## src/vcm_pkg.sv

```systemverilog
// Shared constants and types for the video capture mode register block.
package vcm_pkg;
	// ------------------------------------------------------------
	// Bus geometry and register map
	// ------------------------------------------------------------
	localparam int ADDR_W = 8;
	localparam int DATA_W = 32;
	localparam logic [7:0] OFF_MODE = 8'h00;
	localparam logic [7:0] OFF_CTRL = 8'h04;

	// ------------------------------------------------------------
	// Mode register fields
	// ------------------------------------------------------------
	localparam int STAT_HI = 15;
	localparam int STAT_LO = 14;
	localparam int RSV_HI = 13;
	localparam int RSV_LO = 10;
	localparam int RATIO_HI = 9;
	localparam int RATIO_LO = 5;
	localparam int ORDER_BIT = 4;
	localparam int RATIO_W = 5;
	localparam logic [3:0] RSV_READ = 4'h0;
	localparam logic [3:0] LOW_READ = 4'h0;
	localparam logic [4:0] RATIO_RESET = 5'h00;
	localparam logic ORDER_RESET = 1'b0;

	// ------------------------------------------------------------
	// Window status codes
	// ------------------------------------------------------------
	localparam logic [1:0] AREA_0 = 2'h0;
	localparam logic [1:0] AREA_1 = 2'h1;
	localparam logic [1:0] AREA_2 = 2'h2;
	localparam logic [1:0] STAT_INIT = 2'h3;

	// ------------------------------------------------------------
	// Control register fields
	// ------------------------------------------------------------
	localparam int CAP_EN_BIT = 0;
	localparam int DISP_EN_BIT = 1;
	localparam int AREA_LO = 2;
	localparam int AREA_HI = 3;

	// Capture sequencer states.
	typedef enum logic [1:0] {ST_IDLE, ST_WAIT, ST_FIRST, ST_SECOND} vcm_state_t;
endpackage

```

## src/vcm_capture_mode.sv

```systemverilog
// Video capture mode register with field sequencer and APB slave.
//
// Local design decisions: the register addresses and the APB interface to the registers.
`timescale 1ns/1ps
`default_nettype none
module vcm_capture_mode #(
	parameter int SYNC_STAGES = 3
) (
	// Clock and reset.
	input wire logic SYS_CLK,
	input wire logic RSTN,
	// APB slave.
	input wire logic PSEL,
	input wire logic PENABLE,
	input wire logic PWRITE,
	input wire logic [vcm_pkg::ADDR_W-1:0] PADDR,
	input wire logic [vcm_pkg::DATA_W-1:0] PWDATA,
	output logic [vcm_pkg::DATA_W-1:0] PRDATA,
	output logic PREADY,
	output logic PSLVERR,
	// Video side.
	input wire logic ODD_EVEN_FIELD_INPUT,
	output logic [1:0] CAPTURE_AREA,
	output logic CAPTURE_ACTIVE,
	output logic [1:0] DISPLAY_AREA,
	output logic DISPLAY_ENABLE,
	output logic [4:0] REDUCTION_RATIO
);
	// ------------------------------------------------------------
	// Register state
	// ------------------------------------------------------------
	logic [1:0] status;
	logic [4:0] ratio;
	logic field_order_select;
	logic capture_enable;
	logic window_display_enable;
	logic [1:0] wr_area;
	logic [4:0] skip;
	vcm_pkg::vcm_state_t st;
	vcm_pkg::vcm_state_t next_st;

	// ------------------------------------------------------------
	// APB decode
	// ------------------------------------------------------------
	// Zero wait states: the read word is sampled in the setup cycle.
	wire hit_mode = (PADDR == vcm_pkg::OFF_MODE);
	wire hit_ctrl = (PADDR == vcm_pkg::OFF_CTRL);
	wire hit_any = hit_mode | hit_ctrl;
	wire setup = PSEL & ~PENABLE;
	wire wr_acc = PSEL & PENABLE & PWRITE;
	wire wr_mode = wr_acc & hit_mode;
	wire wr_ctrl = wr_acc & hit_ctrl;
	assign PREADY = 1'b1;

	// Status comes first, reserved and low bits read as zero.
	wire [15:0] mode_word = {status, vcm_pkg::RSV_READ,
		ratio, field_order_select, vcm_pkg::LOW_READ};
	wire [3:0] ctrl_word = {wr_area, window_display_enable, capture_enable};
	wire [vcm_pkg::DATA_W-1:0] rd_word =
		hit_mode ? {16'h0000, mode_word} :
		hit_ctrl ? {28'h0000000, ctrl_word} : 32'h00000000;

	// Read data and error flag are registered in the setup cycle.
	always_ff @(posedge SYS_CLK) begin
		if (!RSTN) begin
			PRDATA <= 32'h00000000;
			PSLVERR <= 1'b0;
		end else if (setup) begin
			PRDATA <= PWRITE ? 32'h00000000 : rd_word;
			PSLVERR <= ~hit_any;
		end
	end

	// ------------------------------------------------------------
	// Software fields
	// ------------------------------------------------------------
	// Status bits in the written word are dropped on purpose.
	always_ff @(posedge SYS_CLK) begin
		if (!RSTN) begin
			ratio <= vcm_pkg::RATIO_RESET;
			field_order_select <= vcm_pkg::ORDER_RESET;
		end else if (wr_mode) begin
			ratio <= PWDATA[vcm_pkg::RATIO_HI:vcm_pkg::RATIO_LO];
			field_order_select <= PWDATA[vcm_pkg::ORDER_BIT];
		end
	end

	// Enables live in a separate control word.
	always_ff @(posedge SYS_CLK) begin
		if (!RSTN) begin
			capture_enable <= 1'b0;
			window_display_enable <= 1'b0;
		end else if (wr_ctrl) begin
			capture_enable <= PWDATA[vcm_pkg::CAP_EN_BIT];
			window_display_enable <= PWDATA[vcm_pkg::DISP_EN_BIT];
		end
	end

	// ------------------------------------------------------------
	// Field input synchroniser
	// ------------------------------------------------------------
	// Only the last two stages are compared; stage one feeds stage two alone.
	logic [SYNC_STAGES-1:0] sync;
	logic field_lvl;
	always_ff @(posedge SYS_CLK) begin
		if (!RSTN) begin
			sync <= '0;
		end else begin
			sync <= {sync[SYNC_STAGES-2:0], ODD_EVEN_FIELD_INPUT};
		end
	end

	// A level counts only once the last two stages agree.
	always_ff @(posedge SYS_CLK) begin
		if (!RSTN) begin
			field_lvl <= 1'b0;
		end else if (sync[SYNC_STAGES-2] == sync[SYNC_STAGES-1]) begin
			field_lvl <= sync[SYNC_STAGES-1];
		end
	end

	// ------------------------------------------------------------
	// Field sequencer
	// ------------------------------------------------------------
	// The first field is the one whose level equals the order bit.
	wire in_first = (field_lvl == field_order_select);
	wire frame_end = (st == vcm_pkg::ST_SECOND) & in_first;
	wire keep_frame = (skip == 5'h00);
	wire frame_done = frame_end & keep_frame & capture_enable;
	wire [1:0] area_after = (wr_area == vcm_pkg::AREA_2) ?
		vcm_pkg::AREA_0 : 2'(wr_area + 2'h1);

	// A partly captured frame is dropped when capture is switched off.
	always_comb begin
		next_st = st;
		unique case (st)
			vcm_pkg::ST_IDLE: begin
				if (capture_enable) begin
					next_st = vcm_pkg::ST_WAIT;
				end
			end
			vcm_pkg::ST_WAIT: begin
				// Starting mid-field would tear the image; wait for the other field.
				if (!in_first) begin
					next_st = vcm_pkg::ST_SECOND;
				end
			end
			vcm_pkg::ST_SECOND: begin
				if (in_first) begin
					next_st = vcm_pkg::ST_FIRST;
				end
			end
			vcm_pkg::ST_FIRST: begin
				if (!in_first) begin
					next_st = vcm_pkg::ST_SECOND;
				end
			end
		endcase
		if (!capture_enable) begin
			next_st = vcm_pkg::ST_IDLE;
		end
	end

	always_ff @(posedge SYS_CLK) begin
		if (!RSTN) begin
			st <= vcm_pkg::ST_IDLE;
		end else begin
			st <= next_st;
		end
	end

	// Thinning counter: one frame of every ratio plus one is kept.
	// The entry pass through the second field is counted as a frame end too.
	always_ff @(posedge SYS_CLK) begin
		if (!RSTN) begin
			skip <= 5'h00;
		end else if (!capture_enable) begin
			skip <= 5'h00;
		end else if (frame_end) begin
			skip <= keep_frame ? ratio : 5'(skip - 5'h01);
		end
	end

	// ------------------------------------------------------------
	// Window status and area rotation
	// ------------------------------------------------------------
	// Status moves only on a completed frame, so it is stable once capture is off.
	always_ff @(posedge SYS_CLK) begin
		if (!RSTN) begin
			status <= vcm_pkg::STAT_INIT;
			wr_area <= vcm_pkg::AREA_0;
		end else if (frame_done) begin
			status <= wr_area;
			wr_area <= area_after;
		end
	end

	// Status 11 shows area 0; otherwise the status code names the area.
	wire [1:0] shown = (status == vcm_pkg::STAT_INIT) ? vcm_pkg::AREA_0 : status;
	always_ff @(posedge SYS_CLK) begin
		if (!RSTN) begin
			DISPLAY_AREA <= vcm_pkg::AREA_0;
			DISPLAY_ENABLE <= 1'b0;
			CAPTURE_AREA <= vcm_pkg::AREA_0;
			REDUCTION_RATIO <= vcm_pkg::RATIO_RESET;
		end else begin
			DISPLAY_AREA <= shown;
			DISPLAY_ENABLE <= window_display_enable;
			CAPTURE_AREA <= wr_area;
			REDUCTION_RATIO <= ratio;
		end
	end

	// Pixels are written only inside a kept frame.
	assign CAPTURE_ACTIVE = ((st == vcm_pkg::ST_FIRST) |
		(st == vcm_pkg::ST_SECOND)) & keep_frame;
endmodule
`default_nettype wire

```

## config.mk

```make
export PLATFORM = sky130hd
export DESIGN_NAME = vcm_capture_mode
export DESIGN_NICKNAME = d
export VERILOG_FILES = /design/src/vcm_pkg.sv /design/src/vcm_capture_mode.sv
export SDC_FILE = /design/constraint.sdc
export NUM_CORES = 1
export LEC_CHECK = 0
export BUFFER_PORTS_ARGS = -buffer_cell sky130_fd_sc_hd__clkbuf_2
export CORE_AREA = 3 3 66 74
export CTS_BUF_LIST = sky130_fd_sc_hd__clkbuf_16
export DETAILED_ROUTE_END_ITERATION = 10
export DIE_AREA = 0 0 69 77
export PLACE_DENSITY = 0.92
export SYNTH_ARGS = -nofsm -noshare
export SYNTH_HDL_FRONTEND = slang
export SYNTH_SLANG_ARGS = --single-unit
```

## constraint.sdc

```tcl
create_clock -name SYS_CLK -period 4.6 [get_ports SYS_CLK]
set_input_delay 0.92 -clock SYS_CLK [delete_from_list [all_inputs] [get_ports SYS_CLK]]
set_output_delay 0.92 -clock SYS_CLK [all_outputs]
set_load 0.05 [all_outputs]
```

# ---- Word level (Yosys, flattened, before mapping)
# Index checks and enable logic that the tools add are counted.
# Widths: inputs -> output; s select.
dict set report word_totals {
  regBits 66
  inputBits 46
  output_inout_bits 45
  elab_cells 57
}
dict set report op_classes {
  addsub 2
  n_eq_ne 10
  muxes 8
  bitwise 14
  reduce_logical 7
}
# operator count
set op_table {}
lappend op_table {{$mux 16} 2}
lappend op_table {{$and 1x1->1} 9}
lappend op_table {{$eq 2x2->1 const B} 4}
lappend op_table {{$eq 8x3->1 const B} 1}
lappend op_table {{$logic_not 8->1} 1}
lappend op_table {{$mux 2} 3}
lappend op_table {{$pmux 2 s3} 1}
lappend op_table {{$logic_not 5->1} 1}
lappend op_table {{$mux 5} 1}
lappend op_table {{$sub 5x1->5 const B} 1}
lappend op_table {{$mux 4} 1}
lappend op_table {{$ne 2x2->1 const B} 2}
lappend op_table {{$reduce_and 2->1} 2}
lappend op_table {{$reduce_or 2->1} 2}
lappend op_table {{$not 1->1} 3}
lappend op_table {{$add 2x1->2 const B} 1}
lappend op_table {{$eq 1x1->1} 2}
lappend op_table {{$eq 2x1->1 const B} 1}
lappend op_table {{$logic_not 2->1} 1}
lappend op_table {{$or 1x1->1} 2}

# ---- Longest topological paths before layout
dict set report depth {
  word_depth 4
  depth_mapped 6
  mapped_depth_nobuf 5
}

# ---- Worst setup path before layout
# Ideal clock, no wire load.
dict set report synth_path {
  path_kind {register to output}
  from {reg skip[0]}
  to {out CAPTURE_ACTIVE}
  arrival_ns 1.802
  required_time_ns 3.680
  slack_ns 1.878
  stages_incl_launch_ff 6
  n_path_buf 1
  path_cell_list {dfxtp_1 -> inv_1 -> ha_1 -> or4b_1 -> buf_2 -> nor2_1}
}
dict set report synth_via {
  elab_chain_cells 2
}
# item line_no
set synth_rtl {}
lappend synth_rtl {{start, declared} vcm_capture_mode.sv:38} ;# logic [4:0] skip;
lappend synth_rtl {{start signal, assigned} vcm_capture_mode.sv:180} ;# skip <= keep_frame ? ratio : 5'(skip - 5'h01);
lappend synth_rtl {{$logic_not 5->1} vcm_capture_mode.sv:128} ;# wire keep_frame = (skip == 5'h00);
lappend synth_rtl {{$and 1x1->1} vcm_capture_mode.sv:216} ;# (st == vcm_pkg::ST_SECOND)) & keep_frame;
lappend synth_rtl {{end, declared} vcm_capture_mode.sv:24} ;# output logic CAPTURE_ACTIVE,
# No other way between the ends.

# ---- Final worst setup path
# Same ends and word-level chain as after synthesis.

==> results.json <==
{
  "nets": 315,
  "period_share": 0.6200,
  "grt_max_degree": 45,
  "fmax_mhz": 350.6,
  "seqPwrFrac": 0.502,
  "rsz0062_at_grt": "false",
  "insertedDiodeCount": 0,
  "placement.io_buffers": 45,
  "powerDensity_nw_per_um2": 333.2,
  "critPathArrivalTime_ns": 1.93,
  "synth_area_leaders": "dfxtp_1 (44%), buf_4 (7.5%), mux2i_1 (7.1%), nand2_1 (5.0%), nand3_1 (4.0%)",
  "worst-setup-path-type": "flip-flop to primary output",
  "syn_inst": 225,
  "ys_seq_area_frac": 0.4381,
  "dp_hpwl_um": 2981,
  "routabilityCongestion": 0.8264,
  "clk_path_buf_depth": 2,
  "die_w_um": 69,
  "clk_pin_slew_worst_paths_ns": 0.06,
  "postCtsSetupBuffers": 0,
  "grt_pass1_vias": 1592,
  "setup_violations": 0,
  "skew_ns": 0.002491,
  "cts_tree": "yes",
  "drt_iter0_drc": 28,
  "clk_latency_ns": 0.28,
  "via_count": 1598,
  "synth-edff-count": 0,
  "critical_path.max_fanout": 5,
  "fin_util": 0.5635,
  "clock_sinks": 46,
  "start_kind": "flip-flop",
  "maxCapViolCount": 0,
  "wire_per_inst_um": 12.60,
  "start_util": 0.4941,
  "antenna_left": 0,
  "num_rows": 25,
  "layout_common_cells": "dfxtp_1 (46), clkbuf_2 (45), nand2_1 (28)",
  "syn_to_final_growth_pct": 14.05,
  "cts_max_level": 2,
  "switchingPower_w": 0.0001900,
  "synth_simple_gate_area_share": 0.2387,
  "antenna_found_initial": 0,
  "setup_tns_ns": 0,
  "combPwrFrac": 0.087,
  "netlist.area_leader.share": 0.4381,
  "wl_um": 4019,
  "leakage_nw": 1.101,
  "endpoint_kind": "primary output",
  "root_buffer": "clkbuf_16",
  "clkPwrFrac": 0.411,
  "relSlewSlack": 0.5210,
  "required_ns": 3.68,
  "synth_ff_type": "dfxtp_1",
  "final_common_cell": "dfxtp_1",
  "cts_hold_buf": 0,
  "grt_pass1_wl_um": 7203,
  "die_h_um": 77,
  "synth.largest_area_cell": "dfxtp_1",
  "ir_drop_v": 0.0003039,
  "synth.area.mux_share": 0.08571,
  "max_slew.worst_pin.slew_ns": 0.7185,
  "nFillCells": 386,
  "first_pass_iters": 4,
  "grt_usage": 0.1638,
  "vias_per_cell": 5.009,
  "synthAdderAreaFrac": 0.02381,
  "drive_gt1_frac": 0.2340,
  "async_reset_ff_frac": 0,
  "internal_power_w": 0.0006087,
  "cts_resized": 0,
  "stdcell_area_um2": 2397,
  "synth.distinct_cells": 46,
  "drc_errors": 0,
  "cts-buffers-inserted": 5,
  "globalRouteOverflowTotal": 0,
  "synth_xor_area_frac": 0.01190,
  "hold_class": "flip-flop to flip-flop",
  "ys_warn_count": 0,
  "yosys_register_bits": 46,
  "core_um2": 4254,
  "synth_area_um2": 2102,
  "final_max_slew_viol_count": 0,
  "synth_top_family_by_area": "simple AND/OR/NAND/NOR gates",
  "switching_share": 0.2379,
  "fin_crit_ns": 2.852,
  "status": "finished, final reports clean",
  "avgSynthCellArea_um2": 9.342,
  "dpl_cell_area_um2": 2262,
  "fp.dieArea_um2": 5313,
  "ios": 91,
  "hold_viol_final": 0,
  "synth_compound_area_frac": 0.08155
}
[layer usage]
layer	part of all wire	global-route usage	vias to the layer above
li1	-	-	809
met1	0.42	0.1912	739
met2	0.51	0.2824	45
met3	0.055	0.03801	5
met4	0.015	0.07422	0
met5	0	0	-
[cells in the mapped netlist (all sizes together) (2+ instances only)]
library cell,n
nor3,2
a21boi,5
dfxtp,46
conb,2
mux2i,15
and2,8
inv,11
nor2b,5
nand2,28
clkbuf,8
nor4,3
o21ai,9
nand3,17
nand2b,3
nand4,7
nor2,4
buf,23
ha,4
mux2,2
and4,2
nor3b,2
o211a,2
[registers in the layout, indices dropped and copies added (netlist names)]
name and flops:
PRDATA 12, REDUCTION_RATIO 5, ratio 5, skip 5, sync 3, CAPTURE_AREA 2
DISPLAY_AREA 2, st 2, status 2, wr_area 2, DISPLAY_ENABLE 1, PSLVERR 1
capture_enable 1, field_lvl 1, field_order_select 1, window_display_enable 1
[cell type report]
cell class | count | area (um^2) | area share
clock buffer | 5 | 125.1 | 0.05219
clock inverter | 2 | 10.01 | 0.004175
inverter | 11 | 41.29 | 0.01722
multi-input combinational | 156 | 1007 | 0.4201
sequential | 46 | 920.9 | 0.3841
tap | 54 | 67.56 | 0.02818
timing repair buffer | 45 | 225.2 | 0.09395
[power by group through the flow]
stage	combinational, W	clock (W)	sequential, W
floorplan	0.0000669	0	0.000412
global placement	0.0000681	0	0.000409
detailed placement	0.0000688	0	0.000410
CTS	0.0000692	0.000337	0.000401
global route	0.0000742	0.000350	0.000401
finish	0.0000694	0.000328	0.000401
[cells by family (layout without fill, tap and decap cells)]
group                      Yosys count  in the layout
and+or+nand+nor                     87             87
DFF                                 46             46
buffers and inverters               42             63
AOI/OAI and AO/OA                   25             25
muxes                               17             17
adders and majority gates            4              4
other                                2             21
xor gates and xnor gates             2              2
[worst max-delay path: stages, from the launching register on]
cell and delay (ns):
dfxtp_1 0.33, inv_1 0.09, ha_1 0.22, or4b_1 0.58, nor2_1 0.14, clkbuf_2 0.28
[final timing paths]
| path | slack [ns] | cells after the start | end | from |
|---|---|---|---|---|
| worst min register to register | 0.44 | 1 | sync[1]$_SDFF_PN0_ | sync[0]$_SDFF_PN0_ |
| worst max register to register | 2.91 | 5 | wr_area[1]$_SDFFE_PN0P_ | skip[0]$_SDFFE_PN0P_ |
| worst max-delay path | 1.75 | 5 | CAPTURE_ACTIVE | skip[0]$_SDFFE_PN0P_ |
| worst min-delay path | 0.44 | 1 | sync[1]$_SDFF_PN0_ | sync[0]$_SDFF_PN0_ |
[stage by stage]
stage / instances / hold slack, ns / total power, W / setup slack (ns)
after floorplan: 244 / 0.4119 / 0.0004785 / 1.878
after global placement: 312 / 0.4148 / 0.0004775 / 2.059
after detailed placement: 312 / 0.4271 / 0.0004784 / 2.060
after CTS: 319 / 0.4401 / 0.0008070 / 1.742
after global routing: 319 / 0.4543 / 0.0008254 / 1.643
final: 319 / 0.4351 / 0.0007987 / 1.748
Power figures use the tool's default switching activity.
